===== config.mk =====
export PLATFORM = sky130hd
export DESIGN_NAME = tcs_stats
export DESIGN_NICKNAME = d
export VERILOG_FILES = /design/src/pkg/tcs_pkg.sv /design/src/rtl/tcs_counter.sv /design/src/rtl/tcs_slot_timer.sv /design/src/rtl/tcs_stats.sv
export SDC_FILE = /design/constraint.sdc
export NUM_CORES = 1
export LEC_CHECK = 0
export BUFFER_PORTS_ARGS = -buffer_cell sky130_fd_sc_hd__buf_2
export CAP_MARGIN = 20
export CELL_PAD_IN_SITES_DETAIL_PLACEMENT = 0
export CELL_PAD_IN_SITES_GLOBAL_PLACEMENT = 2
export CORE_MARGIN = 4
export CORE_UTILIZATION = 39
export CTS_CLUSTER_SIZE = 20
export DETAILED_ROUTE_END_ITERATION = 8
export PLACE_DENSITY = 0.9
export SYNTH_ARGS = -nofsm -noshare
export SYNTH_HDL_FRONTEND = slang
export SYNTH_SLANG_ARGS = --single-unit

===== constraint.sdc =====
create_clock -name clk -period 2.4 [get_ports clk]
set_input_delay 0.12 -clock clk [delete_from_list [all_inputs] [get_ports clk]]
set_output_delay 0.12 -clock clk [all_outputs]
set_load 0.005 [all_outputs]

===== src/pkg/tcs_pkg.sv =====
`default_nettype none
package tcs_pkg;
  // clock and slot time
  localparam int CLK_PERIOD_NS = 100;
  localparam int SLOT_TIME_NS  = 51200;
  // a late collision is one seen at or after this many cycles past tx start
  localparam int SLOT_CYCLES   = (SLOT_TIME_NS + CLK_PERIOD_NS - 1)
                                 / CLK_PERIOD_NS;
  localparam int SLOT_W        = 10;

  // management addressing
  localparam logic [9:0] STAT_PAGE = 10'h30A;  // page 778
  localparam logic [9:0] CFG_PAGE  = 10'h301;  // page 769
  localparam logic [4:0] CFG_REG   = 5'h15;    // register 21

  // statistics counters and their first (upper-half) register numbers
  localparam int NUM_STATS = 7;
  typedef enum logic [2:0] {
    TCS_SINGLE, TCS_EXCESS, TCS_MULTI, TCS_LATE,
    TCS_TOTAL, TCS_DEFER, TCS_NOCRS
  } tcs_stat_t;
  localparam logic [4:0] STAT_BASE [NUM_STATS] = '{
    5'h10, 5'h12, 5'h14, 5'h17, 5'h19, 5'h1B, 5'h1D
  };
  localparam logic [31:0] STAT_RESET = 32'h0000_0000;

  // collision threshold register fields
  localparam int           THR_LSB     = 1;
  localparam int           THR_MSB     = 8;
  localparam int           RETRY_BIT   = 0;
  localparam logic [7:0]   THR_RESET   = 8'h0F;
  localparam logic         RETRY_RESET = 1'b0;
  localparam logic [7:0]   EXCESS_LIM  = 8'h10;  // 16 collisions
  localparam logic [4:0]   COLL_LIM    = 5'h10;
endpackage : tcs_pkg
`default_nettype wire


===== src/rtl/tcs_counter.sv =====
`timescale 1ns/1ns
`default_nettype none
module tcs_counter (
  // clock and reset
  input  wire logic        clk,
  input  wire logic        reset_n,
  // event
  input  wire logic        inc,
  // count
  output logic [31:0]      count_reg
);
  import tcs_pkg::*;

  // wraps from all ones to zero; reads never touch it
  always_ff @(posedge clk) begin
    if (!reset_n) begin
      count_reg <= STAT_RESET;
    end else if (inc) begin
      count_reg <= count_reg + 32'h0000_0001;
    end
  end
endmodule : tcs_counter
`default_nettype wire


===== src/rtl/tcs_slot_timer.sv =====
`timescale 1ns/1ns
`default_nettype none
module tcs_slot_timer (
  // clock and reset
  input  wire logic        clk,
  input  wire logic        reset_n,
  // transmit enable toward the transceiver
  input  wire logic        tx_en,
  // slot status
  output logic             slot_over_reg
);
  import tcs_pkg::*;

  logic [SLOT_W-1:0] cnt_reg;
  logic              tx_en_d_reg;

  always_ff @(posedge clk) begin
    if (!reset_n) begin
      tx_en_d_reg <= 1'b0;
    end else begin
      tx_en_d_reg <= tx_en;
    end
  end

  // counts cycles from the tx_en rise; saturates once the slot is over
  always_ff @(posedge clk) begin
    if (!reset_n) begin
      cnt_reg       <= '0;
      slot_over_reg <= 1'b0;
    end else if (tx_en && !tx_en_d_reg) begin
      cnt_reg       <= SLOT_W'(1);
      slot_over_reg <= 1'b0;
    end else if (tx_en && !slot_over_reg) begin
      cnt_reg       <= cnt_reg + SLOT_W'(1);
      slot_over_reg <= (cnt_reg >= SLOT_W'(SLOT_CYCLES - 1));
    end
  end
endmodule : tcs_slot_timer
`default_nettype wire


===== src/rtl/tcs_stats.sv =====
// Notes on behaviour
// - each counter reads as two halves; upper half at lower register number
// - all counters are read-only 32-bit, hardware-updated, reset to zero
// - single count rises for a good transmit with exactly one collision
// - collision counters move only when transmit enabled and half duplex
// - excessive count rises once a packet reaches 16 collisions
// - with threshold below 16 the excessive count never rises
// - multiple count rises for a transmit with 2 to 15 collisions
// - late count rises for packets colliding after one slot time
// - total count adds every collision, clear or secure traffic
// - defer count rises when a packet cannot start at once
// - defer gated by transmit enable only; not for streaming gap waits
// - no-carrier count rises when carrier missing within one slot
// - transmission start is the cycle tx_en rises
// - no-carrier count gated by transmit enable; meaningful in half duplex
// - collision threshold is 8 bits, default 0x0F, retry count
`timescale 1ns/1ns
`default_nettype none
module tcs_stats (
  // clock and reset
  input  wire logic        clk,
  input  wire logic        reset_n,
  // transmit path status
  input  wire logic        tx_enable,
  input  wire logic        half_duplex,
  input  wire logic        tx_en,
  input  wire logic        crs,
  input  wire logic        collision,
  input  wire logic        tx_done,
  input  wire logic        tx_ok,
  input  wire logic        defer_event,
  input  wire logic        defer_ipg_stream,
  // management register access
  input  wire logic        mgmt_rd,
  input  wire logic        mgmt_wr,
  input  wire logic [9:0]  mgmt_page,
  input  wire logic [4:0]  mgmt_addr,
  input  wire logic [15:0] mgmt_wdata,
  output logic [15:0]      mgmt_rdata,
  output logic             mgmt_rvalid,
  // configuration out
  output logic [7:0]       coll_threshold,
  output logic             retry_late_coll
);
  import tcs_pkg::*;

  // ---------------------------------------------------------------
  // configuration register
  // ---------------------------------------------------------------
  logic [7:0] thr_reg;
  logic       retry_reg;

  always_ff @(posedge clk) begin
    if (!reset_n) begin
      thr_reg   <= THR_RESET;
      retry_reg <= RETRY_RESET;
    end else if (mgmt_wr && mgmt_page == CFG_PAGE
                 && mgmt_addr == CFG_REG) begin
      thr_reg   <= mgmt_wdata[THR_MSB:THR_LSB];
      retry_reg <= mgmt_wdata[RETRY_BIT];
    end
  end

  assign coll_threshold  = thr_reg;
  assign retry_late_coll = retry_reg;

  // ---------------------------------------------------------------
  // per-transmission tracking
  // ---------------------------------------------------------------
  logic       slot_over;
  logic       tx_en_d_reg;
  logic       tx_start;
  logic [4:0] coll_cnt_reg;
  logic       late_reg;
  logic       crs_seen_reg;
  logic       hd_gate;

  tcs_slot_timer u_slot (
    .clk           (clk),
    .reset_n       (reset_n),
    .tx_en         (tx_en),
    .slot_over_reg (slot_over)
  );

  always_ff @(posedge clk) begin
    if (!reset_n) begin
      tx_en_d_reg <= 1'b0;
    end else begin
      tx_en_d_reg <= tx_en;
    end
  end

  assign tx_start = tx_en && !tx_en_d_reg;
  assign hd_gate  = tx_enable && half_duplex;

  // collision count per packet, saturating at 16; a new start reloads it with 1 or 0 from that cycle's collision
  always_ff @(posedge clk) begin
    if (!reset_n) begin
      coll_cnt_reg <= '0;
    end else if (tx_start) begin
      coll_cnt_reg <= collision ? 5'h01 : 5'h00;
    end else if (tx_done) begin
      coll_cnt_reg <= '0;
    end else if (collision && coll_cnt_reg != COLL_LIM) begin
      coll_cnt_reg <= coll_cnt_reg + 5'h01;
    end
  end

  // late flag: a collision once the slot has run out
  always_ff @(posedge clk) begin
    if (!reset_n) begin
      late_reg <= 1'b0;
    end else if (tx_start || tx_done) begin
      late_reg <= 1'b0;
    end else if (collision && slot_over) begin
      late_reg <= 1'b1;
    end
  end

  // carrier seen inside the first slot of the transmission
  always_ff @(posedge clk) begin
    if (!reset_n) begin
      crs_seen_reg <= 1'b0;
    end else if (tx_start) begin
      crs_seen_reg <= crs;
    end else if (tx_done) begin
      crs_seen_reg <= 1'b0;
    end else if (crs && !slot_over) begin
      crs_seen_reg <= 1'b1;
    end
  end

  // ---------------------------------------------------------------
  // increment conditions
  // ---------------------------------------------------------------
  logic [NUM_STATS-1:0] inc;
  logic                 excess_ok;

  // with fewer retries than 16 the packet is dropped before the limit
  assign excess_ok = (thr_reg >= EXCESS_LIM);

  always_comb begin
    inc = '0;
    inc[TCS_SINGLE] = hd_gate && tx_done && tx_ok
                      && coll_cnt_reg == 5'h01;
    inc[TCS_MULTI]  = hd_gate && tx_done && tx_ok
                      && coll_cnt_reg > 5'h01
                      && coll_cnt_reg < COLL_LIM;
    inc[TCS_EXCESS] = hd_gate && tx_done && excess_ok
                      && coll_cnt_reg == COLL_LIM;
    inc[TCS_LATE]   = hd_gate && tx_done && late_reg;
    inc[TCS_TOTAL]  = hd_gate && collision;
    inc[TCS_DEFER]  = tx_enable && defer_event
                      && !defer_ipg_stream;
    // relies on the transceiver raising carrier on every transmit
    inc[TCS_NOCRS]  = tx_enable && tx_done && tx_ok
                      && !crs_seen_reg;
  end

  // ---------------------------------------------------------------
  // counters
  // ---------------------------------------------------------------
  logic [31:0] cnt [NUM_STATS];

  genvar gi;
  generate
    for (gi = 0; gi < NUM_STATS; gi++) begin : g_cnt
      tcs_counter u_cnt (
        .clk       (clk),
        .reset_n   (reset_n),
        .inc       (inc[gi]),
        .count_reg (cnt[gi])
      );
    end
  endgenerate

  // ---------------------------------------------------------------
  // register read
  // ---------------------------------------------------------------
  logic [15:0] rdata_next;

  // reads are pure muxes, so a read never disturbs a counter
  always_comb begin
    rdata_next = 16'h0000;
    if (mgmt_page == CFG_PAGE && mgmt_addr == CFG_REG) begin
      rdata_next = {7'h00, thr_reg, retry_reg};
    end else if (mgmt_page == STAT_PAGE) begin
      for (int i = 0; i < NUM_STATS; i++) begin
        if (mgmt_addr == STAT_BASE[i]) begin
          rdata_next = cnt[i][31:16];
        end else if (mgmt_addr == STAT_BASE[i] + 5'h01) begin
          rdata_next = cnt[i][15:0];
        end
      end
    end
  end

  always_ff @(posedge clk) begin
    if (!reset_n) begin
      mgmt_rdata  <= 16'h0000;
      mgmt_rvalid <= 1'b0;
    end else begin
      mgmt_rvalid <= mgmt_rd;
      if (mgmt_rd) begin
        mgmt_rdata <= rdata_next;
      end
    end
  end

  // each counter steps by one or holds; the 32-bit sum wraps to zero
  for (genvar gj = 0; gj < NUM_STATS; gj++) begin : g_cnt_chk

  end
endmodule : tcs_stats
`default_nettype wire


# Word-level counts from Yosys, hierarchy flattened
# Cells that the tools add are included.
# op_classes
addsub,9
order_cmp,4
n_eq_ne,19
muxes,25
bitwise,1
reduce_logical,33
# ops
op,n
16-bit 2-to-1 mux,16
"32-bit by 1-bit adder with 32-bit output, second input constant",7
"5-bit equality test, second input constant",15
1-bit logical AND,23
"10-bit equality test, second input constant",2
5-bit 2-to-1 mux,3
"10-bit by 1-bit adder with 10-bit output, second input constant",1
"10-bit by 9-bit greater-or-equal comparator with 1-bit output, second input constant",1
"8-bit by 5-bit greater-or-equal comparator with 1-bit output, second input constant",1
1-bit 2-to-1 mux,6
3-bit nonzero test,2
"5-bit by 1-bit adder with 5-bit output, second input constant",1
"5-bit by 1-bit equality test with 1-bit output, second input constant",1
"5-bit by 1-bit > comparator with 1-bit output, second input constant",1
"5-bit less-than comparator, second input constant",1
"5-bit != test, second input constant",1
1-bit logical NOT,4
2-bit OR reduction,2
2-bit nonzero test,1
1-bit logical OR,1
1-bit NOT,1
# word_totals
register_bits,269
elab_cells,109

# Depth between registers and ports, before layout
# Gate-level depths: netlist of the first run.
# logic_depth
ltp_word,17
ltp_mapped,10
mapped_depth_nobuf,8

# Modules after synthesis
# A second synthesis of the first run with hierarchy kept.
# hier_totals
hier_cells,1834
area_unflattened_um2,15427.3
# modules_own_cells
mod,instances,cells_per_inst,area_each_um2,seq_area_each_um2
tcs_counter,7,176,1562.7,640.6
tcs_stats,1,542,3963.8,680.7
tcs_slot_timer,1,60,524.3,240.2

# Least setup slack after synthesis of the first run
# OpenSTA, ideal clock, no wires.
# synth_path
kind,reg2reg
startpoint,reg coll_cnt_reg[1]
endpoint,reg g_cnt[2].u_cnt.count_reg[30]
arrival_ps,1886
t_required_ps,2324
slack_ps,438
stages_incl_launch_ff,11
synth_period_minus_slack_ps,1962
cell_sequence,dfxtp_1 > inv_1 > ha_1 > o21ba_2 > o311a_1 > buf_4 > and4_1 > buf_2 > nand2_1 > or3_1 > a21boi_0
# synth_via
elab_chain_len,3
# synth_rtl
item,line_no,text
from (decl),tcs_stats.sv:73,logic [4:0] coll_cnt_reg;
from (signal assigned),tcs_stats.sv:101,coll_cnt_reg <= collision ? 5'h01 : 5'h00;
from (signal assigned),tcs_stats.sv:105,coll_cnt_reg <= coll_cnt_reg + 5'h01;
5-bit by 1-bit > comparator with 1-bit output,tcs_stats.sv:147,&& coll_cnt_reg > 5'h01
1-bit logical AND,tcs_stats.sv:147,
1-bit logical AND *,tcs_stats.sv:148,&& coll_cnt_reg < COLL_LIM;
to (signal assigned),tcs_counter.sv:19,count_reg <= count_reg + 32'h0000_0001;
to (decl),tcs_counter.sv:10,output logic [31:0] count_reg
# Every way passes the cells marked *; elsewhere a longest branch is shown, timed or not.
# A chain may end at the register's enable or synchronous reset.

# Final worst setup path of the first run
# layout_path
startpoint,reg coll_cnt_reg[0]
endpoint,reg g_cnt[1].u_cnt.count_reg[28]
# layout_via
elab_chain_len,2
# layout_rtl
item,line_no,text
5-bit equality test,tcs_stats.sv:150,&& coll_cnt_reg == COLL_LIM;
1-bit logical AND,tcs_stats.sv:150,
to (signal assigned),tcs_counter.sv:19,
to (decl),tcs_counter.sv:10,
# No other way between the ends.

==> results.md, run 1 <==
Yosys:
- Counting flops and latches in the post-synthesis netlist gives around 270.
- The number of warnings printed during yosys synthesis is 0.
- In the synthesized netlist the async set-or-reset flop fraction comes to 0%.
- The share of the synthesized area in the top cell type is roughly 37%.
- Yosys attributes the largest share of cell area to dfxtp_1, xnor2_1, and2_1.
- The sequential element share of the synthesized area is 36.8%.
- The synthesized design contains 0 enable-type register cells.
- Summing every instance area after synthesis gives 14600 sq um.
- The number of different library cells in the post-synthesis netlist is between 80 and 90.
- A synthesized cell averages approximately 8.6 sq um.
- The cell type contributing the most total cell area after synthesis is dfxtp_1.
- The commonest cells after synthesis are dfxtp_1, and2_1, nand2_1, xnor2_1, o21ai_0.
- The number of nets produced by synthesis is roughly 1800.
- The most common cell in the synthesized netlist is dfxtp_1.
- Synthesis produced about 1700 cells.
- The dominant register cell in the synthesized netlist is dfxtp_1.

Layout:
- The sequential standard cell area is approximately 5400 sq um.
- Of the cells placed in the final design, the portion with a size suffix greater than 1 is 13.3%.
- The final layout contains about 1900 nets.
- The multi-input combinational cells in the finished layout cover a total of 8680 sq um.
- The number of non-filler instances in the completed layout is roughly 2300.
- The filler cells instantiated in the layout total roughly 3600.
- 0 antenna diodes ended up in the layout.
- The area growth from synthesis to layout is 16.7%.
- The flip-flop count of the largest register after layout is between 200 and 250.

Global route:
- The largest net degree at the start of global routing is ~110.
- The via count of the first global-routing pass came to 11900.
- The residual overflow from global routing is 0.
- The number of antenna violations at the first check in global routing was 1.
- The first global-routing pass estimated roughly 68000 um of wire.
- For this run, the total global-route usage over all layers was measured as between 20% and 30%.

STA:
- Setup repair after global routing left no endpoint under its margin.
- Setup total negative slack on the finished layout was measured at 0 ns.
- For the finished layout, the period the worst path requires is between 2 and 2.5 ns.
- The post-route worst hold slack is around 0.059 ns.
- Based on the critical path, the design can be clocked at up to roughly 460 MHz.
- The final worst-path cycle share is about nine tenths.
- The final setup violation count is 0.
- In this run the tightest slew margin relative to its limit is ~45%.
- For the pin with the worst max-slew slack, the measured transition is just over 0.8 ns.
- The final number of max-transition violations is 0.
- The clock arrives with around 0.013 ns of skew.
- The count of endpoints failing hold in the final timing report was 0.

Floorplan:
- The total die area is approximately 41000 sq um.
- Row generation in the floorplan step produced 70 rows.
- Pin placement for this block handled 70 I/O pins.
- The die outline width is ~200 um.
- The height of the die is slightly above 200 um.
- The area of the core region is between 30000 and 40000 sq um.
- The initial utilization of the core area, before any placement, comes to roughly 40%.

CTS:
- The CTS buffer count is 31.
- The clock reaches the later pin of the worst-skew pair after a little under 0.6 ns.
- The TritonCTS clock tree is built.
- Clock-pin slew was measured on the worst setup and hold paths at approximately 0.060 ns.
- The number of levels in the clock H-tree is 1.
- The cell sitting at the root of the clock tree is a clkbuf_16.
- The maximum root-to-sink buffer count is 3.
- The number of clock sinks seen by CTS is around 270.

Drt:
- The detailed-route DRC error count is 0.
- The count of nets left with antenna violations once routing finished came out at 0.
- The routed via count is 12700.
- The iteration count of the initial detailed-routing pass is 5.
- Using the TritonRoute via totals, the vias-per-cell ratio works out to approximately 5.5.
- The final layout contains routed wiring with a total length of roughly 44000 um.
- The post-detailed-route wirelength per cell is 19.0 um.
- The violation count after the first detailed-routing iteration is roughly 1100.

Setup path:
- The critical path in this run is classified as register to register.
- The launching element type of the critical path is a register.
- The type of destination of the critical path is a register.
- The setup slack of the most critical reg-to-reg path is 0.23 ns.
- STA puts the critical path data required time at 2.87 ns.
- Data on the critical path arrives at its endpoint at ~2.6 ns.
- In this run the critical register-to-register path is captured at g_cnt[1].u_cnt.count_reg[28].
- The highest fanout seen on the critical path is 14.
- The startpoint of the lowest-slack register-to-register path is coll_cnt_reg[0].
- The number of cells on the worst reg-to-reg path is 8.

Power:
- In this run the power density over the cells is 607 nW/um^2.
- The standby leakage power is around 6.5 nW.
- VDD sags by at most around 0.00054 V.

Min path:
- The worst hold path depth is 5.
- The class of the worst hold path is input pin to register.
- The worst hold path terminates at g_cnt[5].u_cnt.count_reg[1].
- In this run the most critical hold path is launched from defer_event.

Placed design:
- Routability-driven placement finished with a final weighted congestion of roughly 0.94.
- The number of input and output port buffers inserted is 62.
- The number of placed instances, taps included, is between 2000 and 2500.
- Detailed placement finished with a half-perimeter wire length of 32400 um.

Flow run:
- The max capacitance violation total is 0.

Run status:
- The flow ran to the end, and the final reports show no timing, DRC or antenna violations.
## critical path: stages, from the launching register on
cell and delay [ns]:
dfxtp_1 0.37, inv_1 0.08, ha_1 0.17, nand2_1 0.06
and4bb_1 0.37, nand4_2 0.39, nor3_1 0.36, xor2_1 0.09
and2_1 0.16
## layer usage
metal  global-route usage, %  part of all wire, %  vias to the layer above
li1                        -                    -                     6222
met1                    30.2                   48                     6058
met2                    31.3                   43                      371
met4                    5.32                  2.6                        0
met5                       0                    0                        -
met3                    4.16                  7.0                       64
## where the power goes
group | switching (mW) | internal (mW)
registers | 0.0147 | 4.48
logic | 0.325 | 0.204
clock network | 2.00 | 3.34
## layout by cell type (no fill, tap or decap), drive strengths merged, types with 40 or more instances in the layout
master / n
xnor2: 139
and2: 194
nor2: 78
xor2: 55
dfxtp: 269
a21oi: 41
nor2b: 40
nand2: 148
nand3: 68
buf: 143
o21ai: 79
nand4: 71
and3: 44
## repair_timing
action	4_1_cts	5_1_grt
endpoints found under the setup margin	0	5
hold buffers	18	0
setup buffers	0	0
gates resized for setup	0	3
endpoints found under the hold margin	24	0
## worst max-delay path by stage
stage,from,endpoint,slack (ns),depth (start not counted)
after detailed placement,mgmt_addr[2],mgmt_rdata[1],0.01,8
after global placement,mgmt_addr[2],mgmt_rdata[1],0.03,8
after floorplan,coll_cnt_reg[1],g_cnt[2].u_cnt.count_reg[30],0.44,10
final,coll_cnt_reg[0],g_cnt[1].u_cnt.count_reg[28],0.23,8
after global routing,coll_cnt_reg[0],g_cnt[1].u_cnt.count_reg[24],0.07,8
after CTS,coll_cnt_reg[1],g_cnt[2].u_cnt.count_reg[30],0.06,8
## through the flow
step	setup WS (ns)	instance area, sq um	power (mW)	util (%)
4_1_cts	0.0572	17100	10.5	46.4
2_1_floorplan	0.438	14600	4.89	-
3_3_place_gp	0.0309	15700	5.09	42.7
5_1_grt	0.0722	17100	10.7	46.4
6_report	0.231	17100	10.4	46.4
3_5_place_dp	0.0127	15700	5.09	42.7
## area by class of cell
class,instances,area share [%]
clock buffer,35,4.87
tap,468,3.43
timing repair buffer,161,6.55
multi-input combinational,1306,50.9
sequential,269,31.6
clock inverter,23,1.96
inverter,35,0.770
## cells by family (layout without fill, tap and decap cells)
logic type      after synthesis  count (layout)  share of synthesized area (%)
xor+xnor                    194             194                           11.6
flops                       269             269                           36.8
mux                          37              37                           3.10
simple gates                785             785                           30.8
fa+ha+maj                    11              11                          0.941
compound gates              279             279                           12.9
buf+inv                     129             254                           3.88
Power figures use the tool's default switching activity.
==> run 2: changes to the inputs <==
--- a/config.mk
+++ b/config.mk
@@ -5,15 +5,14 @@
 export SDC_FILE = /design/constraint.sdc
 export NUM_CORES = 1
 export LEC_CHECK = 0
+export ABC_CLOCK_PERIOD_IN_PS = 2400
 export BUFFER_PORTS_ARGS = -buffer_cell sky130_fd_sc_hd__buf_2
 export CAP_MARGIN = 20
-export CELL_PAD_IN_SITES_DETAIL_PLACEMENT = 0
-export CELL_PAD_IN_SITES_GLOBAL_PLACEMENT = 2
 export CORE_MARGIN = 4
-export CORE_UTILIZATION = 39
+export CORE_UTILIZATION = 45
 export CTS_CLUSTER_SIZE = 20
 export DETAILED_ROUTE_END_ITERATION = 8
-export PLACE_DENSITY = 0.9
+export PLACE_DENSITY = 0.7
 export SYNTH_ARGS = -nofsm -noshare
 export SYNTH_HDL_FRONTEND = slang
 export SYNTH_SLANG_ARGS = --single-unit
==> run 2 against run 1 <==
Routed wire length decreased by 4.2%. Critical path depth decreased by 2. Largest cell class unchanged. Sequential power about the same. Clock skew increased by 0.026 ns. Non-clock buffer count decreased by 11. Clock-buffer cell count increased by 12. Worst setup slack got worse by 0.046 ns. Fmax decreased by 2.1%. Final cell count decreased by 2.0%. Combinational power decreased by 3%. Clock power decreased by 12%. Cell area decreased by 1.5%.
==> results.md, run 2 (same netlist as run 1, synthesis figures left out) <==
Setup path:
- The startpoint identified for the worst register-to-register timing path is g_cnt[4].u_cnt.count_reg[16].
- The highest fanout seen on the critical path was 6 (-8).
- The worst register-to-register path ends at g_cnt[4].u_cnt.count_reg[30].
- The worst setup path category is register to register.
- Counting stages on the worst path, the most repeated cell is nand4_1.
- The maximum single-stage delay on the critical path is 0.52 ns (+0.13 ns).
- The data arrival time at the worst-slack endpoint was 2.70 ns (+0.06 ns).
- The type of destination of the critical path is a register.
- The setup slack of the most critical reg-to-reg path is 0.18 ns (-0.05 ns).
- The data required time of the worst path is 2.88 ns (about the same).
- STA classifies the critical path startpoint as a register.
- The number of cells on the worst reg-to-reg path was 6 (-2).
- Walking the worst path, the cells encountered are nand4_1 > or3_1 > nor4_2 > nand4_1 > xnor2_1 > and2_1.
- For this design, the slowest cell found on the critical path is nor4_2.

Power:
- The total internal power is 7.48 mW (-6.8%).
- The total chip power is 9.71 mW (-6.3%).
- The power density normalized to cell area was 577 nW/um^2 (-4.9%).
- The fraction of power spent switching nets is 23.0% (+0.43 points).
- The part of the power in the clock network is 48.5% (-3.1 points).
- The power spent charging and discharging nets came to 2.23 mW (-4.5%).
- The combinational share of power is 5.3% (+0.2 points).
- The largest vdd supply drop came to 0.000539 V (-0.37%).
- The standby leakage power is 6.41 nW (-1.5%).
- The sequential power share is 46.3% (+3.0 points).

Floorplan:
- The die outline width came to 188 um (-6.6%).
- The effective utilization at floorplan is 46.0% (+6.2 points).
- The I/O pin count is 70 (unchanged).
- The area of the core region is 31800 sq um (-14%).
- The number of core rows is 65 (-7.1%).
- The height of the die is 188 um (-6.6%).
- The total die area is 35400 sq um (-13%).

Drt:
- The detailed-routed wire length on met3 is 2770 um (-9.1%).
- The detailed-route wire length is 41800 um (-4.2%).
- The iteration count of the initial detailed-routing pass came to 7 (+2).
- The detailed-route DRC error count is 0 (unchanged).
- The per-cell via count in the routed design is 5.66 (+2.3%).
- The top routing layer in use is met4.
- The met1 wire length is 19600 um (-6.2%).
- The violation count after the first detailed-routing iteration came to 1157 (+9.7%).
- The residual antenna-violating net count after detailed routing came to 0 (unchanged).
- The post-detailed-route wirelength per cell is 18.6 um (-2.2%).
- The routed via count is 12700 (+0.22%).
- The routed length on met2 was 18100 um (-2.7%).

Flow run:
- The max capacitance violation total is 0 (unchanged).

CTS:
- The clock network latency to the later pin of the worst-skew pair came to 0.59 ns (about the same).
- In this run the clock root is driven by a clkbuf_16.
- The maximum root-to-sink buffer count is 3 (unchanged).
- The number of buffers added for setup after CTS is 0 (unchanged).
- The CTS buffer count came to 30 (-3.2%).
- The number of levels in the clock H-tree is 1 (unchanged).
- The clock transition time at the flip-flop clock pins of the worst setup and hold paths came to 0.06 ns (about the same).
- The TritonCTS clock tree is built.
- The number of clock sinks seen by CTS is 269 (unchanged).

Layout:
- The area of the multi-input gates is 8690 sq um (about the same).
- The sequential standard cell area is 5390 sq um (unchanged).
- The proportion of layout cells with a drive suffix above 1 was 12.5% (-0.83 points).
- Leaving out fill and tap cells, the most frequent cell in the layout is dfxtp_1.
- The total inserted antenna cells was 0 (unchanged).
- The finished layout cell area was 16800 sq um (-1.5%).
- The count of nets after finishing is 1847 (-0.65%).
- The flip-flop count of the largest register after layout came to 224 (unchanged).
- The synthesis-to-finish area growth is 15.0%.
- In the layout the commonest cells are dfxtp_1, and2_1, nand2_1, xnor2_1, o21ai_0.
- The number of fill cells in the layout is 2916 (-19%).

STA:
- Setup repair after global routing left no endpoint under its margin.
- The final worst-path cycle share is 92.3% (+1.9 points).
- The worst clock skew is 0.0396 ns (+0.0262 ns).
- The slew at the pin closest to its max-slew limit is 1.04 ns (+0.213 ns).
- The count of endpoints failing hold in the final timing report is 0 (unchanged).
- The minimum period implied by the final worst setup slack is 2.22 ns (+0.0465 ns).
- The final setup violation count was 0 (unchanged).
- The worst max-slew margin expressed relative to the limit came to 30.3% (-14 points).
- The final number of max-transition violations is 0 (unchanged).
- The post-route setup TNS came to 0 ns (unchanged).
- The highest achievable clock rate came to 451 MHz (-2.1%).

Global route:
- The global-route usage over all layers is 22.9% (+2.2 points).
- The global-route wire length before repair came to 67000 um (-1.9%).
- The residual overflow from global routing is 0 (unchanged).
- The via count of the first global-routing pass is 12200 (+2.7%).
- The largest net degree at the start of global routing is 127 (+21%).
- The number of antenna violations at the first check in global routing is 1 (unchanged).

Min path:
- For hold timing, the worst endpoint is coll_cnt_reg[4].
- The class of the worst hold path is input pin to register.
- The worst hold path begins at collision.
- The worst hold path depth is 4 (-1).

Placed design:
- The placement-stage cell area is 15600 sq um (-0.69%).
- The placed wire-length estimate is 30900 um (-4.8%).
- The number of input and output port buffers inserted is 62 (unchanged).
- The last weighted congestion value of the routability-driven placer was 0.965 (+3.0%).

Run status:
- The flow ran to the end, and the final reports show no timing, DRC or antenna violations.
[run 2: repair_timing]
item | 4_1_cts | 5_1_grt
setup endpoints to repair | 0 | 15
resized for setup | 0 | 3
hold buffers | 16 | 0
endpoints found under the hold margin | 27 | 0
[run 2: layout make-up]
type	count	area share [%]
well taps	435	3.24
inverters	35	0.781
clock inverters	8	0.558
flip-flops and latches	269	32.0
multi-input cells	1306	51.7
clock buffers	47	5.62
repair buffers	150	6.12
[run 2: stage by stage]
step           cells  utilization (%)  setup WS (ns)  hold WS (ns)
2_1_floorplan   1704                -          0.438         0.242
5_1_grt         2250             52.9         0.0433        0.0575
4_1_cts         2250             52.8         0.0390       0.00747
6_report        2250             52.9          0.184        0.0321
3_3_place_gp    2179             49.1          0.120         0.334
3_5_place_dp    2179             49.1         0.0690         0.338
[run 2: worst max path at each step]
stage | slack, ns | endpoint | from | cells after the start
after floorplan | 0.44 | g_cnt[2].u_cnt.count_reg[30] | coll_cnt_reg[1] | 10
after global placement | 0.12 | mgmt_rdata[5] | mgmt_addr[0] | 8
after detailed placement | 0.07 | g_cnt[2].u_cnt.count_reg[30] | coll_cnt_reg[1] | 8
after CTS | 0.04 | g_cnt[1].u_cnt.count_reg[26] | coll_cnt_reg[0] | 8
after global routing | 0.04 | g_cnt[4].u_cnt.count_reg[30] | g_cnt[4].u_cnt.count_reg[16] | 6
final | 0.18 | g_cnt[4].u_cnt.count_reg[30] | g_cnt[4].u_cnt.count_reg[16] | 6
[run 2: routing by layer]
layer,vias up,GRT usage [%]
met5,-,0
met4,0,7.28
met3,84,2.98
met2,397,35.3
met1,6075,33.4
li1,6187,-
[run 2: worst max-delay path: cells and delay by family, from the launching register on]
family | cells | cell delay, ns
and+or+nand+nor | 5 | 1.51
DFF | 1 | 0.46
xor gates and xnor gates | 1 | 0.15
[run 2: power by group through the flow]
stage | Combinational, mW | Sequential [mW] | Clock, mW
global route | 0.552 | 4.49 | 5.01
global placement | 0.480 | 4.59 | 0
floorplan | 0.303 | 4.59 | 0
CTS | 0.502 | 4.49 | 4.79
detailed placement | 0.481 | 4.59 | 0
finish | 0.512 | 4.49 | 4.71
